## config.mk

```make
export PLATFORM = sky130hd
export DESIGN_NAME = stc_sysref_cal
export DESIGN_NICKNAME = d
export VERILOG_FILES = /design/src/stc_pkg.sv /design/src/stc_sysref_cal.sv
export SDC_FILE = /design/constraint.sdc
export NUM_CORES = 1
export LEC_CHECK = 0
export ABC_AREA = 1
export BUFFER_PORTS_ARGS = -buffer_cell sky130_fd_sc_hd__buf_2
export CAP_MARGIN = 20
export CORE_UTILIZATION = 45
export CTS_CLUSTER_DIAMETER = 40
export DETAILED_ROUTE_END_ITERATION = 12
export GPL_ROUTABILITY_DRIVEN = 0
export PLACE_DENSITY = 0.68
export SLEW_MARGIN = 15
export SYNTH_ARGS = -nofsm -noshare
export SYNTH_HDL_FRONTEND = slang
export SYNTH_SLANG_ARGS = --single-unit
export TNS_END_PERCENT = 30
```

## constraint.sdc

```tcl
create_clock -name CLK_I -period 2.9 [get_ports CLK_I]
set_input_delay 0.58 -clock CLK_I [delete_from_list [all_inputs] [get_ports CLK_I]]
set_output_delay 0.58 -clock CLK_I [all_outputs]
set_load 0.02 [all_outputs]
```

## src/stc_pkg.sv

```systemverilog
package stc_pkg;
   // ==================================================
   // Register map
   localparam logic [11:0] ADDR_AUTO_CAL_ENABLE = 12'h2b0;
   localparam logic [11:0] ADDR_AUTO_CAL_CONFIG = 12'h2b1;
   localparam logic [11:0] ADDR_AUTO_CAL_RESULT = 12'h2b2;
   localparam logic [7:0] RST_ENABLE = 8'h00;
   localparam logic [7:0] RST_CONFIG = 8'h05;
   localparam int ENABLE_BIT = 0;
   localparam int AVG_LSB = 2;
   localparam int ACC_LSB = 0;
   localparam int DONE_BIT = 17;
   localparam int DELAY_W = 17;
   localparam int INVERT_BIT = 16;
   localparam int COARSE_LSB = 8;
   localparam int FINE_LSB = 0;
   // ==================================================
   // Duration limits per accumulation code, device clock cycles
   localparam logic [15:0] MAX_PERIOD_0 = 16'h0080;
   localparam logic [15:0] MAX_PERIOD_1 = 16'h0680;
   localparam logic [15:0] MAX_PERIOD_2 = 16'h1e80;
   localparam logic [15:0] MAX_PERIOD_3 = 16'h7e80;
   // Bound on whole calibration: 384*19*4^(avg+acc+2)
   localparam int CAL_BOUND_K = 384 * 19;
   // Register port request
   typedef struct packed {
      logic wr;
      logic rd;
      logic [11:0] addr;
      logic [23:0] wdata;
   } stc_req_t;
   typedef enum logic [1:0] {
      ST_IDLE = 2'b00,
      ST_ACCUM = 2'b01,
      ST_DONE = 2'b10,
      ST_FAIL = 2'b11
   } stc_state_t;
endpackage

```

## src/stc_sysref_cal.sv

```systemverilog
`timescale 1ns/1ps
// How it works
// - Enable low: delay output follows manual register
// - Enable high: computed delay, manual ignored
// - Only enable rising edge starts calibration
// - Averaging code gives 4/16/64/256 averages
// - Accumulation code gives 4/16/64/256 cycles
// - Too long SYSREF period means failed calibration
// - Calibration finishes within documented cycle bound
// - Complete bit: enable high and sequence finished
// - Result register returns 17-bit computed delay
// - Delay word: invert, coarse, fine fields
// - Manual delay uses same invert/coarse/fine layout
module stc_sysref_cal (
   input wire logic CLK_I,
   input wire logic RSTN_I,
   input wire stc_pkg::stc_req_t REQ_I,
   output logic [23:0] RDATA_O,
   input wire logic SYSREF_I,
   input wire logic [16:0] MANUAL_DELAY_I,
   output logic [16:0] APERTURE_DELAY_O,
   output logic CAL_FAIL_O
);
   // ==================================================
   // Registers
   logic enable_ff, enable_d_ff;
   logic [1:0] avg_sel_ff, acc_sel_ff;
   logic [3:0] cfg_hi_ff;
   logic [6:0] en_hi_ff;
   logic [16:0] computed_delay_word_ff;
   logic [23:0] rdata_ff;
   stc_pkg::stc_state_t state_ff, nxt_state;
   logic [8:0] acc_cnt_ff, avg_cnt_ff;
   logic [15:0] period_cnt_ff, phase_ff;
   logic [27:0] hit_sum_ff;
   logic sysref_d_ff, seen_edge_ff;
   logic period_ok_ff;
   logic [31:0] cyc_ff;

   wire wr_en = REQ_I.wr && REQ_I.addr == stc_pkg::ADDR_AUTO_CAL_ENABLE;
   wire wr_cfg = REQ_I.wr && REQ_I.addr == stc_pkg::ADDR_AUTO_CAL_CONFIG;
   wire start = enable_ff && !enable_d_ff;
   wire sysref_rise = SYSREF_I && !sysref_d_ff;
   wire [8:0] acc_len = 9'h004 << {acc_sel_ff, 1'b0};
   wire [8:0] avg_len = 9'h004 << {avg_sel_ff, 1'b0};
   logic [15:0] max_period;
   always_comb begin
      case (acc_sel_ff)
         2'h0: max_period = stc_pkg::MAX_PERIOD_0;
         2'h1: max_period = stc_pkg::MAX_PERIOD_1;
         2'h2: max_period = stc_pkg::MAX_PERIOD_2;
         default: max_period = stc_pkg::MAX_PERIOD_3;
      endcase
   end
   wire too_long = period_cnt_ff > max_period;
   wire acc_last = acc_cnt_ff == acc_len - 9'h001;
   wire avg_last = avg_cnt_ff == avg_len - 9'h001;
   // A result needs one full SYSREF period seen, else a long period could pass unnoticed
   wire cal_end = acc_last && avg_last;
   wire cal_finish = cal_end && period_ok_ff;
   wire auto_cal_complete = enable_ff && state_ff == stc_pkg::ST_DONE;

   // ==================================================
   // Output selection
   // Manual path whenever disabled; computed word otherwise
   assign APERTURE_DELAY_O = enable_ff ? computed_delay_word_ff : MANUAL_DELAY_I;
   assign CAL_FAIL_O = enable_ff && state_ff == stc_pkg::ST_FAIL;
   assign RDATA_O = rdata_ff;

   // ==================================================
   // Register port
   always_ff @(posedge CLK_I or negedge RSTN_I) begin
      if (!RSTN_I) begin
         enable_ff <= 1'b0;
         en_hi_ff <= 7'h00;
         avg_sel_ff <= stc_pkg::RST_CONFIG[3:2];
         acc_sel_ff <= stc_pkg::RST_CONFIG[1:0];
         cfg_hi_ff <= 4'h0;
      end else begin
         if (wr_en) begin
            enable_ff <= REQ_I.wdata[stc_pkg::ENABLE_BIT];
            en_hi_ff <= REQ_I.wdata[7:1];
         end
         if (wr_cfg) begin
            avg_sel_ff <= REQ_I.wdata[stc_pkg::AVG_LSB +: 2];
            acc_sel_ff <= REQ_I.wdata[stc_pkg::ACC_LSB +: 2];
            cfg_hi_ff <= REQ_I.wdata[7:4];
         end
      end
   end

   logic [23:0] nxt_rdata;
   always_comb begin
      nxt_rdata = 24'h000000;
      case (REQ_I.addr)
         stc_pkg::ADDR_AUTO_CAL_ENABLE: nxt_rdata = {16'h0000, en_hi_ff, enable_ff};
         stc_pkg::ADDR_AUTO_CAL_CONFIG: nxt_rdata = {16'h0000, cfg_hi_ff, avg_sel_ff, acc_sel_ff};
         stc_pkg::ADDR_AUTO_CAL_RESULT:
            nxt_rdata = {6'h00, auto_cal_complete, computed_delay_word_ff};
         default: nxt_rdata = 24'h000000;
      endcase
   end

   always_ff @(posedge CLK_I or negedge RSTN_I) begin
      if (!RSTN_I) rdata_ff <= 24'h000000;
      else if (REQ_I.rd) rdata_ff <= nxt_rdata;
   end

   // ==================================================
   // Calibration sequence
   always_comb begin
      nxt_state = state_ff;
      case (state_ff)
         stc_pkg::ST_IDLE: if (start) nxt_state = stc_pkg::ST_ACCUM;
         stc_pkg::ST_ACCUM: begin
            if (too_long) nxt_state = stc_pkg::ST_FAIL;
            else if (cal_finish) nxt_state = stc_pkg::ST_DONE;
         end
         stc_pkg::ST_DONE: nxt_state = stc_pkg::ST_DONE;
         stc_pkg::ST_FAIL: nxt_state = stc_pkg::ST_FAIL;
         default: nxt_state = stc_pkg::ST_IDLE;
      endcase
      if (!enable_ff) nxt_state = stc_pkg::ST_IDLE;
   end

   // Phase estimate: summed position of SYSREF edges within their period.
   // Fine bits take the low phase, coarse the next, invert the top.
   always_ff @(posedge CLK_I or negedge RSTN_I) begin
      if (!RSTN_I) begin
         state_ff <= stc_pkg::ST_IDLE;
         enable_d_ff <= 1'b0;
         sysref_d_ff <= 1'b0;
         acc_cnt_ff <= 9'h000;
         avg_cnt_ff <= 9'h000;
         period_cnt_ff <= 16'h0000;
         phase_ff <= 16'h0000;
         hit_sum_ff <= 28'h0000000;
         seen_edge_ff <= 1'b0;
         period_ok_ff <= 1'b0;
         computed_delay_word_ff <= 17'h00000;
      end else begin
         state_ff <= nxt_state;
         enable_d_ff <= enable_ff;
         sysref_d_ff <= SYSREF_I;
         if (start) begin
            acc_cnt_ff <= 9'h000;
            avg_cnt_ff <= 9'h000;
            period_cnt_ff <= 16'h0000;
            phase_ff <= 16'h0000;
            hit_sum_ff <= 28'h0000000;
            seen_edge_ff <= 1'b0;
            period_ok_ff <= 1'b0;
         end else if (state_ff == stc_pkg::ST_ACCUM) begin
            // Period counts from start, so a silent SYSREF fails too
            period_cnt_ff <= sysref_rise ? 16'h0000 : period_cnt_ff + 16'h0001;
            if (sysref_rise) seen_edge_ff <= 1'b1;
            if (sysref_rise && seen_edge_ff) period_ok_ff <= 1'b1;
            phase_ff <= sysref_rise ? 16'h0000 : phase_ff + 16'h0001;
            if (SYSREF_I) hit_sum_ff <= hit_sum_ff + {12'h000, phase_ff};
            // Counters park on the last slot until one full period is known
            if (!cal_end) begin
               acc_cnt_ff <= acc_last ? 9'h000 : acc_cnt_ff + 9'h001;
               if (acc_last) avg_cnt_ff <= avg_cnt_ff + 9'h001;
            end
            if (cal_finish) computed_delay_word_ff <= hit_sum_ff[16:0];
         end
      end
   end

   // ==================================================
   // Checks
   always_ff @(posedge CLK_I or negedge RSTN_I) begin
      if (!RSTN_I) cyc_ff <= 32'h0;
      else if (state_ff == stc_pkg::ST_ACCUM) cyc_ff <= cyc_ff + 32'h1;
      else cyc_ff <= 32'h0;
   end

   chk_manual_path: assert property (@(posedge CLK_I) disable iff (!RSTN_I)
      !enable_ff |-> APERTURE_DELAY_O == MANUAL_DELAY_I) else $error("manual delay not used");
   chk_auto_path: assert property (@(posedge CLK_I) disable iff (!RSTN_I)
      enable_ff |-> APERTURE_DELAY_O == computed_delay_word_ff) else $error("auto delay not used");
   chk_start_edge: assert property (@(posedge CLK_I) disable iff (!RSTN_I)
      $rose(state_ff == stc_pkg::ST_ACCUM) |-> $past(start)) else $error("start without edge");
   chk_fail_long: assert property (@(posedge CLK_I) disable iff (!RSTN_I)
      state_ff == stc_pkg::ST_ACCUM && enable_ff && too_long |=> state_ff == stc_pkg::ST_FAIL)
      else $error("long period not failed");
   chk_cal_bound: assert property (@(posedge CLK_I) disable iff (!RSTN_I)
      cyc_ff <= 32'(stc_pkg::CAL_BOUND_K) << (2 * (avg_sel_ff + acc_sel_ff + 2)))
      else $error("calibration too long");
   chk_done_bit: assert property (@(posedge CLK_I) disable iff (!RSTN_I)
      REQ_I.rd && REQ_I.addr == stc_pkg::ADDR_AUTO_CAL_RESULT |=>
      RDATA_O[stc_pkg::DONE_BIT] == $past(auto_cal_complete)) else $error("done bit wrong");
   chk_result_word: assert property (@(posedge CLK_I) disable iff (!RSTN_I)
      REQ_I.rd && REQ_I.addr == stc_pkg::ADDR_AUTO_CAL_RESULT |=>
      RDATA_O[16:0] == $past(computed_delay_word_ff)) else $error("result word wrong");
   chk_clear_done: assert property (@(posedge CLK_I) disable iff (!RSTN_I)
      !enable_ff |=> state_ff == stc_pkg::ST_IDLE) else $error("done not cleared");
   chk_avg_count: assert property (@(posedge CLK_I) disable iff (!RSTN_I)
      $rose(state_ff == stc_pkg::ST_DONE) |-> $past(avg_cnt_ff) == avg_len - 9'h001)
      else $error("average count wrong");

   // ==================================================
   // Sequence checks
   chk_start_accum: assert property (@(posedge CLK_I) disable iff (!RSTN_I)
      start |=> state_ff == stc_pkg::ST_ACCUM)
      else $error("start not taken");
   chk_acc_range: assert property (@(posedge CLK_I) disable iff (!RSTN_I)
      state_ff == stc_pkg::ST_ACCUM |-> acc_cnt_ff < acc_len)
      else $error("accumulation count out of range");
   chk_avg_range: assert property (@(posedge CLK_I) disable iff (!RSTN_I)
      state_ff == stc_pkg::ST_ACCUM |-> avg_cnt_ff < avg_len)
      else $error("average count out of range");
   chk_done_period: assert property (@(posedge CLK_I) disable iff (!RSTN_I)
      $rose(state_ff == stc_pkg::ST_DONE) |-> $past(period_ok_ff))
      else $error("done without a measured period");
   chk_fail_cause: assert property (@(posedge CLK_I) disable iff (!RSTN_I)
      $rose(CAL_FAIL_O) |-> $past(too_long))
      else $error("fail without long period");
   chk_result_hold: assert property (@(posedge CLK_I) disable iff (!RSTN_I)
      state_ff == stc_pkg::ST_DONE && $past(state_ff == stc_pkg::ST_DONE) |->
      $stable(computed_delay_word_ff)) else $error("result changed after done");
endmodule

```

Word-level counts from Yosys, hierarchy flattened. Cells that the tools add are included.

Output and inout port bits: 42. Register bits after elaboration: 141.

Mux-type cells: 31. Reductions and logical operators: 25. Order comparisons: 1. Add/subtract/negate cells: 7. Shifts and indexed selects: 2. Eq/ne operators: 13. Bitwise operators: 1.

Operators by type and width (number): 16-bit 2-to-1 mux (6); 28-bit 2-to-1 mux (3); 9-bit 2-to-1 mux (8); 18-bit one-hot mux with 3 select lines (1); 15-bit one-hot mux with 3 select lines (1); 12-bit by 10-bit == test with 1-bit output, second input constant (3); 16-bit by 1-bit adder with 16-bit output, second input constant (2); 28-bit by 16-bit adder with 28-bit output (1); 9-bit by 1-bit adder with 9-bit output, second input constant (2); 9-bit == test (2); 3-bit by 3-bit left shift with 9-bit output, first input constant (2); 9-bit by 1-bit subtractor with 9-bit output, second input constant (2); 17-bit 2-to-1 mux (1); 16-bit greater-than comparator (1); 2-bit AND reduction (5); 2-bit nonzero test (5); 1-bit logical AND (9); 2-bit 2-to-1 mux (4); 2-bit one-hot mux with 4 select lines (1); 2-bit == test, second input constant (3); 1-bit 2-to-1 mux (6); 3-bit AND reduction (2); 2-bit by 1-bit == test with 1-bit output, second input constant (2); 2-bit zero test (2); 5 further kinds (6).

Longest topological paths before layout.
Word-level depth: 9. Mapped depth: 13. Mapped depth without buffers: 13.

Least setup slack after synthesis. No wires, ideal clock.

Kind: in2reg. From: in REQ_I[27] in the netlist's numbering. To: reg enable_ff. Path slack: 0.979 ns. Path buffers: 2. Stages on the path: 7. Library setup time: 0.118 ns. Arrival time: 1.803 ns. Path through: or2_1 > buf_2 > nor4_4 > nand2_4 > buf_6 > nand2_1 > o21ai_2.

Longest elaborated chain between the ends: 2.

RTL lines: start: declaration (line stc_sysref_cal.sv:17) `input wire stc_pkg::stc_req_t REQ_I,`; 12-bit by 10-bit == test with 1-bit output (line stc_sysref_cal.sv:40) `wire wr_en = REQ_I.wr && REQ_I.addr == stc_pkg::ADDR_AUTO_CAL_ENABLE;`; 1-bit logical AND (line stc_sysref_cal.sv:40); end signal: assignment (line stc_sysref_cal.sv:81) `enable_ff <= REQ_I.wdata[stc_pkg::ENABLE_BIT];`; end: declaration (line stc_sysref_cal.sv:26) `logic enable_ff, enable_d_ff;`.

No other way between the ends. A chain may end at the register's enable or synchronous reset.

Worst setup path in the final report.
From: reg phase_ff[0]. To: reg hit_sum_ff[16].

Longest elaborated chain between the ends: 4.

RTL lines: start: declaration (line stc_sysref_cal.sv:34) `logic [15:0] period_cnt_ff, phase_ff;`; start signal: assignment (line stc_sysref_cal.sv:158) `phase_ff <= sysref_rise ? 16'h0000 : phase_ff + 16'h0001;`; 28-bit by 16-bit adder with 28-bit output (line stc_sysref_cal.sv:159) `if (SYSREF_I) hit_sum_ff <= hit_sum_ff + {12'h000, phase_ff};`; 28-bit 2-to-1 mux (line stc_sysref_cal.sv:159); 28-bit 2-to-1 mux (line stc_sysref_cal.sv:153) `end else if (state_ff == stc_pkg::ST_ACCUM) begin`; 28-bit 2-to-1 mux (line stc_sysref_cal.sv:145) `if (start) begin`; end signal: assignment (line stc_sysref_cal.sv:159); end: declaration (line stc_sysref_cal.sv:35) `logic [27:0] hit_sum_ff;`.

No other way between the ends. The select of a mux whose other input is x is not followed.

==> run metrics <==
worst-margin pin slew 0.676 ns; CP Data Required Time 3.21 ns; DRT antenna net count 0; setup_tns 0 ns; Synth area leaders dfrtp_1 (41%), nand2_1 (14%), inv_1 (5.9%); Final Critical Period 2.45 ns; All-Layer GR Usage 21.6%; worst setup path start phase_ff[0]; Reg2Reg Depth 11; clock latency on the worst-skew pair 0.42 ns; Placeable Area 0.0159 mm2; antenna fix cells 0; CP Capture Type flop; GRT Residual Overflow 0; Synth area leader dfrtp_1; status completed; #FFs+latches synth 124; Crit Path Class flop to flop; Fmax 409 MHz; ys flop type dfrtp_1; Detailed Place HPWL 12600 um; Post-CTS Hold Buffers 0; Mapped Area 0.00738 mm2; DRC violations left 0; Leakage 0.00429 uW; top-area cell type share of the netlist area 41.4%; Mapped Avg Cell Area 7.62 um2; PortBufs 77; row count 46; startpoint type of the worst setup path flop; initial antenna violation count 0; worst r2r src phase_ff[0]; largest net degree at the start of global routing 74; die area 0.0169 mm2; crit-path cells ha_1 -> inv_1 -> fa_1 -> o21ai_0 -> nand2_1 -> nand2_1 -> nand2_1 -> o21ai_0 -> nand3_1 -> nand2_1 -> nor2_1; HP Class primary input to async pin; Cells after Synth 969; Chip Height 130 um; Post-synth EDFFs 0; commonest cells after routing, fill and taps aside nand2_1 (281), dfrtp_1 (122), inv_1 (116); Initial Util 46.3%; post-synthesis sequential area ratio 42.1%; die width 130 um; CTS tree done; WP buf/inv 1; MaxCap Viol Count 0; vias in the first global route 5911; ys async rst share 100%; TritonRoute pass-1 iters 5; share of layout cells above drive strength 1 17.2%; final period utilization 84.4%; root buf cell clkbuf_16; Fillers 1537; setup bufs post-CTS 0; Post-CTS Resized 0; post-route cell area 0.00859 mm2; RSZ-0062 raised after global routing no; Slowest cell on crit path dfrtp_1; Top delay family on crit path compound AO/OA/AOI/OAI gates; CTS Buffer Depth 2; Critical Path Fanout Max 4; Num CTS Buffers 17; overall routed net length 17100 um; most common cell after layout, fill and taps aside nand2_1; drt via density 5.09; most frequent CP cell nand2_1; crit path DAT 2.75 ns; reg-to-reg slack, setup 0.45 ns; Avg WL per Cell 13.4 um; Max IR drop VDD 0.417 mV; Layout area overhead 16.3%; io pins 100; area of the multi-input gates 0.00366 mm2; Slew headroom 54.9%; Starting DRT DRC Count 371; htree depth 4; clock-pin transition on the worst setup and hold timing paths 0.06 ns; Slew Limit Fails 0; Reg area 0.00311 mm2; Placed Area 0.00794 mm2; final setup fails 0; post-synth cell types 52; PwrDens 528 mW/mm2; r2r endpoint hit_sum_ff[16]; clk_skew 0.00927 ns; synth warn 0; count of final hold-check violations 0; Worst path max stage delay 0.42 ns; first-pass GRT wire length 28400 um; final net count 1132; CTS Sinks 124; routed via count 6494
[flip-flops by register name (all words and copies together), names as in the netlist]
signal and cells:
period_ok_ff 1, enable_d_ff 1, enable_ff 1, RDATA_O 18, period_cnt_ff 16, state_ff 2
computed_delay_word_ff 17, sysref_d_ff 1, cfg_hi_ff 4, avg_sel_ff 2, seen_edge_ff 1, avg_cnt_ff 9
phase_ff 16, hit_sum_ff 17, acc_cnt_ff 9, en_hi_ff 7, acc_sel_ff 2
[per-layer routing]
layer  GRT usage (%)  part of all wire (%)  routed length, um
met5               0                     0                  0
met4            7.05                   1.7                294
met3            4.63                   3.6                619
met2            34.7                    46               7900
met1            29.0                    49               8330
[worst max path at each step]
stage,depth (start not counted),to,slack (ns)
floorplan,7,enable_ff,0.98
global placement,11,hit_sum_ff[16],0.52
CTS,11,hit_sum_ff[16],0.44
detailed placement,11,hit_sum_ff[16],0.46
global route,11,hit_sum_ff[16],0.25
finish,11,hit_sum_ff[16],0.45
[Yosys cell counts, types with 8 or more instances]
master,number
dfrtp_1,122
a21oi_1,43
nand4_1,22
o21ai_0,72
xor2_1,9
o22ai_1,8
clkbuf_1,10
inv_1,116
ha_1,25
nand3_1,40
nand2_1,281
nand2_2,18
o21ai_2,25
o211ai_1,8
nor3_1,19
nor2_1,77
[report_power, final]
| part | internal, uW | switching [uW] | total [uW] |
|---|---|---|---|
| clock network | 1530 | 812 | 2340 |
| registers | 1780 | 43.2 | 1820 |
| logic | 129 | 242 | 371 |
| total | 3430 | 1100 | 4530 |
[area by class of cell]
type                    count  area share, %
flip-flops and latches    124           36.2
well taps                 216           3.15
clock buffers              18           5.00
clock inverters            14           2.54
repair buffers             84           5.28
multi-input cells         700           42.6
inverters                 121           5.29
[kinds of logic after synthesis]
logic type | synth area share (%)
other | 0.0508
adder cells (fa/ha/maj) | 4.51
multiplexers | 0.136
AND/OR/NAND/NOR | 29.0
XOR/XNOR | 1.42
flip-flops | 42.1
buffers and inverters | 8.63
AO/OA/AOI/OAI | 14.2
[per-stage QoR]
step	total power [uW]	worst slack, ns	std cells	hold WS [ns]	utilization (%)
3_5_place_dp	2230	0.456	1245	0.466	49.8
4_1_cts	4570	0.439	1277	0.0507	53.9
2_1_floorplan	2090	0.979	974	0.284	-
5_1_grt	4710	0.254	1277	0.0623	53.9
6_report	4530	0.452	1277	0.0495	53.9
3_3_place_gp	2210	0.522	1245	0.462	49.8
(Power assumes the default switching activity.)
